[config.mk]
export PLATFORM = sky130hd
export DESIGN_NAME = i2cms_ctrl
export DESIGN_NICKNAME = d
export VERILOG_FILES = /design/src/design/i2cms_baud.v /design/src/design/i2cms_ctrl.v
export VERILOG_INCLUDE_DIRS = /design/src /design/src/design
export SDC_FILE = /design/constraint.sdc
export NUM_CORES = 1
export LEC_CHECK = 0
export BUFFER_PORTS_ARGS = -buffer_cell sky130_fd_sc_hd__clkbuf_2
export CAP_MARGIN = 20
export CORE_MARGIN = 3
export CORE_UTILIZATION = 60
export DETAILED_ROUTE_END_ITERATION = 7
export PLACE_DENSITY = 0.84
export SYNTH_ARGS = -nofsm -noshare
export SYNTH_HDL_FRONTEND = slang
export SYNTH_SLANG_ARGS = --single-unit
[constraint.sdc]
create_clock -name i_mclk -period 4.6 [get_ports i_mclk]
set_input_delay 0.23 -clock i_mclk [delete_from_list [all_inputs] [get_ports i_mclk]]
set_output_delay 0.23 -clock i_mclk [all_outputs]
set_load 0.01 [all_outputs]
[src/design/i2cms_regs.vh]
// Purpose: Register offsets, field positions, reset values and timing counts of the two-wire bus controller.
// Assumes: Register bus with word indices; 16-bit registers in the low bits of the data word.
// Notes: Included by the control design file only; definitions only.
`ifndef I2CMS_REGS_VH
`define I2CMS_REGS_VH
// ***********************************************
// Register offsets.
// ***********************************************
`define I2CMS_OFF_CONTROL 4'h0
`define I2CMS_OFF_STATUS 4'h1
`define I2CMS_OFF_RXBUF 4'h2
`define I2CMS_OFF_TXHOLD 4'h3
`define I2CMS_OFF_ADDR 4'h4
`define I2CMS_OFF_BAUD 4'h5
// ***********************************************
// Control fields.
// ***********************************************
`define I2CMS_CON_MOD_ON 15
`define I2CMS_CON_IDLE_STOP 13
`define I2CMS_CON_CLK_REL 12
`define I2CMS_CON_ACCEPT_ALL 11
`define I2CMS_CON_TEN_BIT 10
`define I2CMS_CON_GC_EN 7
`define I2CMS_CON_STRETCH_EN 6
`define I2CMS_CON_ACK_VAL 5
`define I2CMS_CON_ACK_GO 4
`define I2CMS_CON_RX_GO 3
`define I2CMS_CON_STOP_GO 2
`define I2CMS_CON_RESTART_GO 1
`define I2CMS_CON_START_GO 0
`define I2CMS_CON_WMASK 16'hbfff
`define I2CMS_CON_RESET 16'h1000
// ***********************************************
// Status fields (low six bits read-only).
// ***********************************************
`define I2CMS_STAT_RO_MASK 16'h003f
`define I2CMS_STAT_RXFULL 0
`define I2CMS_STAT_TXFULL 1
`define I2CMS_STAT_RW_READ 2
`define I2CMS_STAT_GCALL 3
`define I2CMS_STAT_ADDR_MATCH 4
`define I2CMS_STAT_BUSY 5
`define I2CMS_BAUD_RESET 16'h0010
`define I2CMS_GCALL_ADDR 8'h00
`endif

[src/design/i2cms_baud.v]
// Purpose: Baud rate generator that paces master bus phases.
// Assumes: Reload value written by software; tick is a one-cycle pulse.
// Notes: Restarts from reload whenever the engine is idle.
module i2cms_baud #(
   parameter WIDTH = 16
) (
   input wire i_mclk,
   input wire i_nrst,
   input wire i_run,
   input wire [WIDTH-1:0] i_reload,
   output wire o_tick
);
   reg [WIDTH-1:0] cnt_q;
   // ***********************************************
   // Down counter.
   // ***********************************************
   // Count reloads from baud_reload at each tick.
   always @(posedge i_mclk) begin
      if (!i_nrst || !i_run || cnt_q == {WIDTH{1'b0}}) begin
         cnt_q <= i_reload;
      end else begin
         cnt_q <= cnt_q - {{(WIDTH-1){1'b0}}, 1'b1};
      end
   end
   // Tick when the count runs out while running.
   assign o_tick = i_run && (cnt_q == {WIDTH{1'b0}});
endmodule // i2cms_baud

[src/design/i2cms_ctrl.v]
// Purpose: Control, master sequencer and slave receiver of a two-wire bus controller.
// Assumes: Pins are open-drain; outputs drive low when the enable is high.
// Notes: Master transmit of a byte starts on a write to tx_holding while the master holds the clock low.
//
// Decided for this implementation: strobed register access and the register addresses.
`include "i2cms_regs.vh"
// What this block does
// - mod_on enables the block and hands both pins to it.
// - idle_stop halts the block while the device is idle.
// - clock_release one frees the clock; zero holds it low while the own slave is addressed; resets to one.
// - Stretch on: free writes; cleared at slave transmit start and receive end.
// - Stretch off: only ones written; cleared at slave transmit start.
// - stretch_enable turns software and receive stretching on or off.
// - accept_all_addresses acknowledges every address.
// - ten_bit_addr_mode picks 10-bit or 7-bit own address.
// - General call received with enable set raises an interrupt pulse.
// - Master acknowledge drives ack_value on the data line.
// - ack_sequence_go sends the acknowledge and clears itself after.
// - receive_go receives a byte; cleared after the eighth bit.
// - stop_go makes a stop; cleared when done.
// - restart_go makes a repeated start; cleared when done.
// - start_go makes a start; cleared when done.
// - Full shift byte moves to rx_buffer with an interrupt pulse.
// - Control read/write except bit 14, which reads zero; status low six bits read-only.
// - rx_shift has no software path; software writes tx_holding.
// - Baud generator reloads from baud_reload.
module i2cms_ctrl (
   input wire i_mclk,
   input wire i_nrst,
   input wire i_idle,
   input wire [3:0] i_addr,
   input wire [15:0] i_wdata,
   input wire i_wr,
   input wire i_rd,
   output reg [15:0] o_rdata,
   input wire i_scl,
   output wire o_scl,
   output wire o_scl_oe,
   input wire i_sda,
   output wire o_sda,
   output wire o_sda_oe,
   output wire o_pins_owned,
   output wire o_irq_pulse
);
   localparam ST_IDLE = 4'h0;
   localparam ST_START = 4'h1;
   localparam ST_RESTART = 4'h2;
   localparam ST_STOP = 4'h3;
   localparam ST_RX = 4'h4;
   localparam ST_ACK = 4'h5;
   localparam ST_TX = 4'h6;
   reg [15:0] con_q;
   reg [15:0] stat_q;
   reg [7:0] rxbuf_q;
   reg [7:0] tx_q;
   reg [9:0] own_q;
   reg [15:0] baud_q;
   reg [7:0] sh_q;
   reg [3:0] st_q;
   reg [1:0] ph_q;
   reg [3:0] bit_q;
   reg scl_drv_q;
   reg sda_drv_q;
   reg irq_q;
   reg [1:0] scl_s_q;
   reg [1:0] sda_s_q;
   reg [1:0] idle_s_q;
   reg scl_d1_q;
   reg sda_d1_q;
   reg sl_act_q;
   reg sl_addr_q;
   reg sl_tx_q;
   reg sl_ack_q;
   reg sl_match_q;
   reg [3:0] sl_bit_q;
   reg [7:0] sl_sh_q;
   wire run;
   wire tick;
   wire scl_in;
   wire sda_in;
   wire scl_rise;
   wire scl_fall;
   wire start_det;
   wire stop_det;
   wire wr_con;
   wire hit7;
   wire hit10;
   wire gcall;
   wire addr_hit;
   wire rx_done_m;
   wire rx_done_s;
   wire [15:0] st_hw;
   // ***********************************************
   // Pin synchronisers.
   // ***********************************************
   // Pins and the idle level pass two flops before use.
   always @(posedge i_mclk) begin
      if (!i_nrst) begin
         scl_s_q <= 2'h3;
         sda_s_q <= 2'h3;
         idle_s_q <= 2'h0;
         scl_d1_q <= 1'b1;
         sda_d1_q <= 1'b1;
      end else begin
         scl_s_q <= {scl_s_q[0], i_scl};
         sda_s_q <= {sda_s_q[0], i_sda};
         idle_s_q <= {idle_s_q[0], i_idle};
         scl_d1_q <= scl_s_q[1];
         sda_d1_q <= sda_s_q[1];
      end
   end
   assign scl_in = scl_s_q[1];
   assign sda_in = sda_s_q[1];
   assign scl_rise = scl_in && !scl_d1_q;
   assign scl_fall = !scl_in && scl_d1_q;
   assign start_det = scl_in && scl_d1_q && !sda_in && sda_d1_q;
   assign stop_det = scl_in && scl_d1_q && sda_in && !sda_d1_q;
   // Block runs when enabled and not stopped by idle.
   assign run = con_q[`I2CMS_CON_MOD_ON] && !(con_q[`I2CMS_CON_IDLE_STOP] && idle_s_q[1]);
   assign wr_con = i_wr && i_addr == `I2CMS_OFF_CONTROL;
   i2cms_baud #(
      .WIDTH(16)
   ) u_baud (
      .i_mclk(i_mclk),
      .i_nrst(i_nrst),
      .i_run(run && st_q != ST_IDLE),
      .i_reload(baud_q),
      .o_tick(tick)
   );
   // ***********************************************
   // Slave address matching.
   // ***********************************************
   // Seven-bit or ten-bit first-byte compare.
   assign hit7 = !con_q[`I2CMS_CON_TEN_BIT] && sl_sh_q[7:1] == own_q[6:0];
   assign hit10 = con_q[`I2CMS_CON_TEN_BIT] && sl_sh_q[7:1] == {5'h1e, own_q[9:8]};
   assign gcall = con_q[`I2CMS_CON_GC_EN] && sl_sh_q == `I2CMS_GCALL_ADDR;
   assign addr_hit = hit7 || hit10 || gcall || con_q[`I2CMS_CON_ACCEPT_ALL];
   assign rx_done_m = st_q == ST_RX && ph_q == 2'h3 && tick && bit_q == 4'h7;
   assign rx_done_s = sl_act_q && !sl_addr_q && !sl_tx_q && scl_rise && sl_bit_q == 4'h7;
   // ***********************************************
   // Slave engine.
   // ***********************************************
   // Tracks frames, matches address, shifts data and acknowledges.
   always @(posedge i_mclk) begin
      if (!i_nrst || !run || start_det || stop_det) begin
         sl_act_q <= run && start_det;
         sl_addr_q <= 1'b1;
         sl_tx_q <= 1'b0;
         sl_ack_q <= 1'b0;
         sl_match_q <= 1'b0;
         sl_bit_q <= 4'h0;
         sl_sh_q <= 8'h00;
      end else if (sl_act_q) begin
         if (scl_rise && sl_bit_q < 4'h8) begin
            sl_sh_q <= {sl_sh_q[6:0], sda_in};
            sl_bit_q <= sl_bit_q + 4'h1;
         end else if (scl_fall && sl_bit_q == 4'h8 && !sl_ack_q) begin
            sl_ack_q <= sl_addr_q ? addr_hit : sl_match_q && !sl_tx_q;
            if (sl_addr_q) begin
               sl_match_q <= addr_hit;
               sl_tx_q <= addr_hit && sl_sh_q[0] && !gcall;
            end
         end else if (scl_fall && sl_bit_q == 4'h8) begin
            sl_ack_q <= 1'b0;
            sl_addr_q <= 1'b0;
            sl_bit_q <= 4'h0;
         end else if (scl_fall && sl_bit_q == 4'h9) begin
            sl_bit_q <= 4'h0;
         end
         if (scl_fall && sl_tx_q && !sl_addr_q && sl_bit_q < 4'h8 && sl_bit_q != 4'h0) begin
            sl_sh_q <= {sl_sh_q[6:0], 1'b0};
         end
      end
   end
   // ***********************************************
   // Master sequencer.
   // ***********************************************
   // Four baud phases per bit drive start, restart, stop, receive and ack.
   always @(posedge i_mclk) begin
      if (!i_nrst || !run) begin
         st_q <= ST_IDLE;
         ph_q <= 2'h0;
         bit_q <= 4'h0;
         scl_drv_q <= 1'b0;
         sda_drv_q <= 1'b0;
         sh_q <= 8'h00;
      end else begin
         case (st_q)
            ST_IDLE: begin
               ph_q <= 2'h0;
               bit_q <= 4'h0;
               // One request taken at a time, lowest bit first.
               if (con_q[`I2CMS_CON_START_GO]) begin
                  st_q <= ST_START;
               end else if (con_q[`I2CMS_CON_RESTART_GO]) begin
                  st_q <= ST_RESTART;
               end else if (con_q[`I2CMS_CON_STOP_GO]) begin
                  st_q <= ST_STOP;
               end else if (con_q[`I2CMS_CON_RX_GO]) begin
                  st_q <= ST_RX;
               end else if (con_q[`I2CMS_CON_ACK_GO]) begin
                  st_q <= ST_ACK;
               end else if (stat_q[`I2CMS_STAT_TXFULL] && scl_drv_q) begin
                  st_q <= ST_TX;
                  sh_q <= tx_q;
               end
            end
            default: begin
               if (tick) begin
                  ph_q <= ph_q + 2'h1;
                  case (st_q)
                     // Data falls while clock is high.
                     ST_START: begin
                        sda_drv_q <= ph_q >= 2'h1;
                        scl_drv_q <= ph_q >= 2'h2;
                        if (ph_q == 2'h3) st_q <= ST_IDLE;
                     end
                     // Release data, raise clock, then fall data.
                     ST_RESTART: begin
                        sda_drv_q <= ph_q == 2'h3;
                        scl_drv_q <= ph_q == 2'h0;
                        if (ph_q == 2'h3) st_q <= ST_IDLE;
                     end
                     // Data rises while clock is high.
                     ST_STOP: begin
                        sda_drv_q <= ph_q != 2'h3;
                        scl_drv_q <= ph_q == 2'h0;
                        if (ph_q == 2'h3) st_q <= ST_IDLE;
                     end
                     // Sample eight bits on clock high.
                     ST_RX: begin
                        sda_drv_q <= 1'b0;
                        scl_drv_q <= ph_q == 2'h0 || ph_q == 2'h3;
                        if (ph_q == 2'h2) sh_q <= {sh_q[6:0], sda_in};
                        if (ph_q == 2'h3) bit_q <= bit_q + 4'h1;
                        if (rx_done_m) st_q <= ST_IDLE;
                     end
                     // Send eight bits then release for the ack slot.
                     ST_TX: begin
                        sda_drv_q <= bit_q < 4'h8 && !sh_q[7];
                        scl_drv_q <= ph_q == 2'h0 || ph_q == 2'h3;
                        if (ph_q == 2'h3) begin
                           bit_q <= bit_q + 4'h1;
                           sh_q <= {sh_q[6:0], 1'b0};
                           if (bit_q == 4'h8) st_q <= ST_IDLE;
                        end
                     end
                     // Drive ack_value for one bit time.
                     default: begin
                        sda_drv_q <= !con_q[`I2CMS_CON_ACK_VAL];
                        scl_drv_q <= ph_q == 2'h0 || ph_q == 2'h3;
                        if (ph_q == 2'h3) st_q <= ST_IDLE;
                     end
                  endcase
               end
            end
         endcase
      end
   end
   // ***********************************************
   // Control register.
   // ***********************************************
   // Software writes; hardware clears go bits and clock_release.
   always @(posedge i_mclk) begin
      if (!i_nrst) begin
         con_q <= `I2CMS_CON_RESET;
      end else begin
         if (wr_con) begin
            con_q <= i_wdata & `I2CMS_CON_WMASK;
            // Without stretching only a one may be written.
            if (!con_q[`I2CMS_CON_STRETCH_EN]) begin
               con_q[`I2CMS_CON_CLK_REL] <= con_q[`I2CMS_CON_CLK_REL] | i_wdata[`I2CMS_CON_CLK_REL];
            end
         end
         if (st_q != ST_IDLE && tick && ph_q == 2'h3) begin
            case (st_q)
               ST_START: con_q[`I2CMS_CON_START_GO] <= 1'b0;
               ST_RESTART: con_q[`I2CMS_CON_RESTART_GO] <= 1'b0;
               ST_STOP: con_q[`I2CMS_CON_STOP_GO] <= 1'b0;
               ST_ACK: con_q[`I2CMS_CON_ACK_GO] <= 1'b0;
               default: con_q[`I2CMS_CON_MOD_ON] <= con_q[`I2CMS_CON_MOD_ON];
            endcase
         end
         if (rx_done_m) begin
            con_q[`I2CMS_CON_RX_GO] <= 1'b0;
         end
         // Hold clock at slave transmit start, and at receive end when stretching.
         if ((sl_addr_q && sl_ack_q && scl_fall && sl_tx_q) ||
             (rx_done_s && sl_match_q && con_q[`I2CMS_CON_STRETCH_EN])) begin
            con_q[`I2CMS_CON_CLK_REL] <= 1'b0;
         end
      end
   end
   // ***********************************************
   // Data registers and status.
   // ***********************************************
   // Completed bytes move to rx_buffer with an interrupt pulse.
   always @(posedge i_mclk) begin
      if (!i_nrst) begin
         stat_q <= 16'h0000;
         rxbuf_q <= 8'h00;
         tx_q <= 8'h00;
         own_q <= 10'h000;
         baud_q <= `I2CMS_BAUD_RESET;
         irq_q <= 1'b0;
      end else begin
         irq_q <= rx_done_m || (rx_done_s && sl_match_q) ||
                  (sl_addr_q && scl_fall && sl_bit_q == 4'h8 && !sl_ack_q && gcall);
         if (i_wr && i_addr == `I2CMS_OFF_STATUS) begin
            stat_q[15:6] <= i_wdata[15:6];
         end
         if (i_wr && i_addr == `I2CMS_OFF_TXHOLD) begin
            tx_q <= i_wdata[7:0];
         end
         if (i_wr && i_addr == `I2CMS_OFF_ADDR) begin
            own_q <= i_wdata[9:0];
         end
         if (i_wr && i_addr == `I2CMS_OFF_BAUD) begin
            baud_q <= i_wdata;
         end
         // Buffer full set wins over the read that empties it.
         if (rx_done_m) begin
            rxbuf_q <= sh_q;
         end else if (rx_done_s && sl_match_q) begin
            rxbuf_q <= {sl_sh_q[6:0], sda_in};
         end
         stat_q[5:0] <= st_hw[5:0];
      end
   end
   assign st_hw[`I2CMS_STAT_RXFULL] = rx_done_m || (rx_done_s && sl_match_q) ||
      (stat_q[`I2CMS_STAT_RXFULL] && !(i_rd && i_addr == `I2CMS_OFF_RXBUF));
   assign st_hw[`I2CMS_STAT_TXFULL] = (i_wr && i_addr == `I2CMS_OFF_TXHOLD) ||
      (stat_q[`I2CMS_STAT_TXFULL] && !(st_q == ST_TX));
   assign st_hw[`I2CMS_STAT_RW_READ] = sl_tx_q;
   assign st_hw[`I2CMS_STAT_GCALL] = sl_act_q && gcall && !sl_addr_q;
   assign st_hw[`I2CMS_STAT_ADDR_MATCH] = sl_match_q;
   assign st_hw[`I2CMS_STAT_BUSY] = st_q != ST_IDLE || sl_act_q;
   assign st_hw[15:6] = 10'h000;
   // ***********************************************
   // Read port.
   // ***********************************************
   // Read data stand the cycle after the strobe; rx_shift has no address.
   always @(posedge i_mclk) begin
      if (!i_nrst) begin
         o_rdata <= 16'h0000;
      end else if (i_rd) begin
         case (i_addr)
            `I2CMS_OFF_CONTROL: o_rdata <= con_q;
            `I2CMS_OFF_STATUS: o_rdata <= stat_q;
            `I2CMS_OFF_RXBUF: o_rdata <= {8'h00, rxbuf_q};
            `I2CMS_OFF_TXHOLD: o_rdata <= {8'h00, tx_q};
            `I2CMS_OFF_ADDR: o_rdata <= {6'h00, own_q};
            `I2CMS_OFF_BAUD: o_rdata <= baud_q;
            default: o_rdata <= 16'h0000;
         endcase
      end else begin
         o_rdata <= 16'h0000;
      end
   end
   // ***********************************************
   // Pin drive.
   // ***********************************************
   // Pins owned only while enabled; clock held when clock_release is zero while the own slave is addressed.
   assign o_pins_owned = con_q[`I2CMS_CON_MOD_ON];
   assign o_scl = 1'b0;
   assign o_sda = 1'b0;
   assign o_scl_oe = run && (scl_drv_q || (sl_match_q && !con_q[`I2CMS_CON_CLK_REL] && !scl_in));
   assign o_sda_oe = run && (sda_drv_q || sl_ack_q ||
      (sl_tx_q && !sl_addr_q && sl_bit_q < 4'h8 && !sl_sh_q[7]));
   assign o_irq_pulse = irq_q;
endmodule // i2cms_ctrl

# Word level (Yosys, flattened, before mapping)

Index checks and enable logic that the tools add are counted.

$lt $le $gt $ge: 4
Add/sub/neg operators: 4
Equal/unequal tests: 34
Muxes and demuxes: 50
Bitwise gates (word level): 5
Reductions and logical operators: 130

Operator list:

| cell                                                  | number |
|---|---|
| 2-to-1 mux 8 bit                                      | 14 |
| case mux 16 bit (6 select lines)                      | 1 |
| 2-to-1 mux 4 bit                                      | 16 |
| logical AND 1 bit                                     | 63 |
| 2-to-1 mux 16 bit                                     | 2 |
| equality test 4 x 3 -> 1 bit, second input constant   | 7 |
| logical NOT 1 bit                                     | 19 |
| logical OR 1 bit                                      | 18 |
| inequality test 2 bit, second input constant          | 9 |
| equality test 4 x 2 -> 1 bit, second input constant   | 4 |
| logical NOT 16 bit                                    | 1 |
| case mux 8 bit (2 select lines)                       | 1 |
| subtractor 16 x 1 -> 16 bit, second input constant    | 1 |
| equality test 7 bit                                   | 2 |
| equality test 4 bit, second input constant            | 3 |
| 2-to-1 mux 1 bit                                      | 12 |
| AND reduction 10 bit                                  | 1 |
| nonzero test 2 bit                                    | 5 |
| inequality test 3 x 2 -> 1 bit, second input constant | 3 |
| AND reduction 3 bit                                   | 3 |
| nonzero test 3 bit                                    | 3 |
| adder 4 x 1 -> 4 bit, second input constant           | 2 |
| equality test 4 x 1 -> 1 bit, second input constant   | 2 |
| logical NOT 4 bit                                     | 2 |
| 21 further kinds                                      | 33 |

Register bits after elaboration: 151
Logic and storage cells: 259

# Logic depth before layout (Yosys ltp)

Depth after elaboration: 11
Gate-level depth with buffers: 8

# Modules after synthesis

A second synthesis with hierarchy kept.

Cells, all modules: 776
Area total of the unflattened synthesis: 6936.7 um^2

Modules (own cells, without submodules):

| module     | cells each | instances | area an instance (um^2) | sequential area each (um^2) |
|---|---|---|---|---|
| i2cms_ctrl | 693        | 1         | 6027.0                  | 2692.6 |
| i2cms_baud | 83         | 1         | 909.6                   | 320.3 |

# Worst setup path after synthesis

No wires, ideal clock.

Kind: register -> register
Start point: register u_baud.cnt_q[0]
End point: register con_q[3]
Stages on the path, launching flop included: 8
Path buffers: 1
Setup slack: 2635 ps
Arrival: 1850 ps
Required time: 4485 ps
Cell sequence: dfxtp_1 > inv_1 > ha_1 > nor4b_2 > nand4_4 > or4_4 > buf_2 > and3_1

Longest elaborated chain between the ends: 5

Ends and longest elaborated chain:

| what                                | RTL line         | RTL |
|---|---|---|
| from (decl)                         | i2cms_baud.v:13  | `reg [WIDTH-1:0] cnt_q;` |
| from (signal assigned)              | i2cms_baud.v:20  | `cnt_q <= i_reload;` |
| from (signal assigned)              | i2cms_baud.v:22  | `cnt_q <= cnt_q - {{(WIDTH-1){1'b0}}, 1'b1};` |
| logical NOT 16 bit                  | i2cms_baud.v:26  | `assign o_tick = i_run && (cnt_q == {WIDTH{1'b0}});` |
| logical AND 1 bit                   | i2cms_baud.v:26  |  |
| logical AND 1 bit (2 in series)     | i2cms_ctrl.v:138 | `assign rx_done_m = st_q == ST_RX && ph_q == 2'h3 && tick && bit_q == 4'h7;` |
| OR reduction 2 bit (no source line) | n/a              |  |
| to (signal assigned)                | i2cms_ctrl.v:266 | `` con_q <= `I2CMS_CON_RESET; `` |
| to (signal assigned)                | i2cms_ctrl.v:269 | `` con_q <= i_wdata & `I2CMS_CON_WMASK; `` |
| to (signal, indexed assignment)     | i2cms_ctrl.v:272 | `` con_q[`I2CMS_CON_CLK_REL] <= con_q[`I2CMS_CON_CLK_REL] \| i_wdata[`I2CMS_CON_CLK_REL]; `` |
| to (decl)                           | i2cms_ctrl.v:52  | `reg [15:0] con_q;` |

No other way between the ends.
A chain may end at the register's enable or synchronous reset.

# Final worst setup path

Start point: register st_q[1]
End point: register u_baud.cnt_q[8]

Longest elaborated chain between the ends: 6

Ends and longest elaborated chain:

| what                           | RTL line         | RTL |
|---|---|---|
| from (decl)                    | i2cms_ctrl.v:59  | `reg [3:0] st_q;` |
| from (signal assigned)         | i2cms_ctrl.v:181 | `st_q <= ST_IDLE;` |
| from (signal assigned)         | i2cms_ctrl.v:194 | `st_q <= ST_START;` |
| from (signal assigned)         | i2cms_ctrl.v:196 | `st_q <= ST_RESTART;` |
| nonzero test 4 bit             | i2cms_ctrl.v:126 | `.i_run(run && st_q != ST_IDLE),` |
| logical AND 1 bit              | i2cms_ctrl.v:126 |  |
| logical NOT 1 bit              | i2cms_baud.v:19  | `if (!i_nrst \|\| !i_run \|\| cnt_q == {WIDTH{1'b0}}) begin` |
| logical OR 1 bit (2 in series) | i2cms_baud.v:19  |  |
| 2-to-1 mux 16 bit              | i2cms_baud.v:19  |  |

No other way between the ends.

==> results_dict.tcl <==
set metrics [dict create \
    worstPathRequired_ps 4870 \
    post_dr_vias_cell 6.36 \
    net-switching-power_uw 612 \
    clkPwrFrac 0.491 \
    rsz0062_at_grt "no" \
    yosys_warnings 0 \
    synth_top_cells_by_count "nand2_1, dfxtp_1, a21oi_1, nor2_1, clkbuf_1" \
    dr_total_vias 6262 \
    startpoint_type "register" \
    min_delay_path_depth 2 \
    final-seq-area_sq_mm 0.00301 \
    dp_hpwl_mm 12.7 \
    final.hold.worst_slack_ps 23.2 \
    post_synth_edffs 1 \
    timing.fmax_mhz 357 \
    fin_util 0.698 \
    place_congestion 0.931 \
    setup_slack_ps 1800 \
    grt_overflow 0 \
    post_synth_top_area_share 0.441 \
    yosys.cell_types.count 67 \
    route.final.wire_length_mm 18.8 \
    grtUsageTotal 0.297 \
    nNetsFinal 870 \
    ys_ff_latch 150 \
    drt_first_pass_iters 8 \
    initial_core_util 0.619 \
    clk_path_buf_depth 2 \
    worstHoldPathType "in2reg" \
    avgRoutedWirePerCell_microns 19.1 \
    die-width_microns 112 \
    io_pins 49 \
    wire_length_of_the_first_global_routing_pass_mm 30.1 \
    r2r_setup_slack_ps 1800 \
    yosysMostFrequentCell "nand2_1" \
    fp.dieArea_sq_mm 0.0126 \
    ys_top_cells_by_area "dfxtp_1, nand2_1, a21oi_1" \
    finalWorstPathRequiredPeriod_ps 2800 \
    leakage_uw 0.00280 \
    first_global_vias 5995 \
    design.core.area_sq_mm 0.0109 \
    synthesized_cell_area_sq_mm 0.00676 \
    max_slew_headroom 0.339 \
    drive_gt1_frac 0.131 \
    p_per_area_mw_per_mm2 368 \
    seq_power_share 0.472 \
    detailedPlace.worstSlack_ps 1590 \
    outcome "complete, but fails checks" \
    cell_internal_power_uw 2200 \
    tritoncts_num_sinks 150 \
    filler_cell_count 820 \
    timing.rr.end "u_baud.cnt_q[8]" \
    multi_input_area_sq_mm 0.00351 \
    synth_seq_area_share 0.445 \
    violations_in_the_final_reports "DRC" \
    final_hold_viol_count 0 \
    clock_latency_ps 420 \
    yosysTopAreaCell "dfxtp_1" \
    worst_hold_startpoint "i_idle" \
    worst_r2r_startpoint "st_q[1]" \
    cts.root.buffer_cell "clkbuf_16" \
    worstPathArrival_ps 3060 \
    swShare 0.218 \
    route.antenna.remaining_nets 0 \
    maximum_level_of_the_cts_h_tree 4 \
    setup_tns_ps 0 \
    postSynth.topFlopCell "dfxtp_1" \
    cp_max_fo 32 \
    whs_endpoint "idle_s_q[0]" \
    n_antenna_cell 0 \
    tritoncts.num_buffers 17 \
    clk_pin_slew_ps 60 \
    final_max_slew_viol_count 0 \
    placed_cells 951 \
    dr.first_iter.drc_count 1164 \
    die_height_microns 112 \
    criticalPathCategory "reg2reg" \
    ys_async_sr_fraction 0 \
    area_delta_synth_final_pct 12.9 \
    drc_errors 8 \
    worst-slew-pin-transition_ps 987 \
    max_cap_violations 0 \
    combPwrFrac 0.037 \
    buffer_ports.inserted 46 \
    avgSynthCellArea_sq_um 8.38 \
    synth_cells 807 \
    rows 38 \
    grt_max_degree 62 \
    final.period_utilization 0.608 \
    setup_violations 0 \
    timing.clock.skew_ps 9.77 \
    end_kind "register" \
    vdd_ir_drop_max_mv 0.291 \
    r2r_worst_path_depth 5 \
    grt_antenna_before_repair 0 \
    cts_tree "yes" \
    finalNonFillerCells 985 \
]
==> power groups by stage <==
stage / registers [uW] / clock network, uW / logic, uW
floorplan: 1350 / 0 / 62.7
global placement: 1350 / 0 / 96.9
detailed placement: 1350 / 0 / 100
CTS: 1320 / 1380 / 102
global route: 1330 / 1430 / 113
finish: 1330 / 1380 / 105
==> placed cells by master, fill, tap and decap left out, types with 4 or more instances in the layout <==
master / netlist / layout
nand2_1: 172 / 172
dfxtp_1: 149 / 149
a21oi_1: 84 / 84
nor2_1: 55 / 55
clkbuf_2: 0 / 46
mux2i_1: 32 / 32
o21ai_0: 31 / 31
nand3_1: 22 / 22
a22oi_1: 20 / 20
clkbuf_16: 0 / 17
xnor2_1: 13 / 13
inv_1: 12 / 12
xor2_1: 12 / 12
nor3_1: 11 / 11
and2_1: 10 / 10
mux2_2: 10 / 10
ha_1: 10 / 10
nand2b_1: 9 / 9
o21ai_1: 9 / 9
a222oi_1: 8 / 8
nor2b_1: 7 / 7
nand4_1: 6 / 6
or3_1: 6 / 6
buf_4: 2 / 6
nand4b_1: 5 / 5
a31oi_1: 5 / 5
clkbuf_8: 0 / 4
==> layout make-up <==
type                            instances  area share
Clock buffer                           23      0.0639
Clock inverter                          8      0.0126
Inverter                               13     0.00639
Multi-Input combinational cell        596       0.460
Sequential cell                       150       0.395
Tap cell                              140      0.0229
Timing Repair Buffer                   55      0.0393
==> per-stage QoR <==
| step | power [uW] | cell area (sq um) |
|---|---|---|
| after floorplan | 1410 | 6770 |
| after global placement | 1450 | 7030 |
| after detailed placement | 1450 | 7030 |
| after CTS | 2810 | 7630 |
| after global routing | 2870 | 7630 |
| final | 2810 | 7630 |
==> worst max-delay path by stage <==
stage                          from                to  slack (ps)  depth (start not counted)
floorplan           u_baud.cnt_q[0]          con_q[3]        2630                          7
global placement             i_nrst  u_baud.cnt_q[12]        1840                          7
detailed placement           i_nrst   u_baud.cnt_q[3]        1590                          7
CTS                         st_q[1]   u_baud.cnt_q[8]        1680                          5
global route                st_q[1]   u_baud.cnt_q[5]        1430                          5
finish                      st_q[1]   u_baud.cnt_q[8]        1800                          5
==> layer usage <==
metal,wire [microns],vias to the layer above,track usage
met3,1750,73,0.0663
met5,0,-,0
met2,8900,371,0.476
met4,736,0,0.146
met1,7390,2956,0.379
li1,-,2862,-
==> flip-flops by register name, indices dropped and copies added, names as in the netlist, 2 cells and up <==
register      count
idle_s_q          2
o_rdata          16
scl_s_q           2
rxbuf_q           8
bit_q             4
ph_q              2
stat_q           16
tx_q              8
st_q              3
sl_bit_q          4
con_q            15
own_q            10
sh_q              8
u_baud.cnt_q     16
sl_sh_q           8
baud_q           16
sda_s_q           2
==> repair_timing <==
action / in CTS / in global routing
buffers inserted: 0 / 0
endpoints found under the hold margin: 2 / 0
hold buffers: 2 / 0
gates resized for setup: 0 / 0
==> cell families (layout without fill, tap and decap cells) <==
logic type,count (synthesis),count (layout),share of synthesized area
simple gates,338,338,0.243
compound gates,179,179,0.159
flops,150,150,0.445
buf+inv,62,99,0.0375
mux,42,42,0.0640
xor+xnor,25,25,0.0324
fa+ha+maj,10,10,0.0185
other cells,1,2,0.000554
==> critical path: stages (launching register included) <==
cell,delay (ps)
dfxtp_1,710
nor3_1,200
nor3_1,640
nand2_1,710
nand2_1,250
o21ai_0,120
No activity file was read; power rests on OpenSTA's default activity.
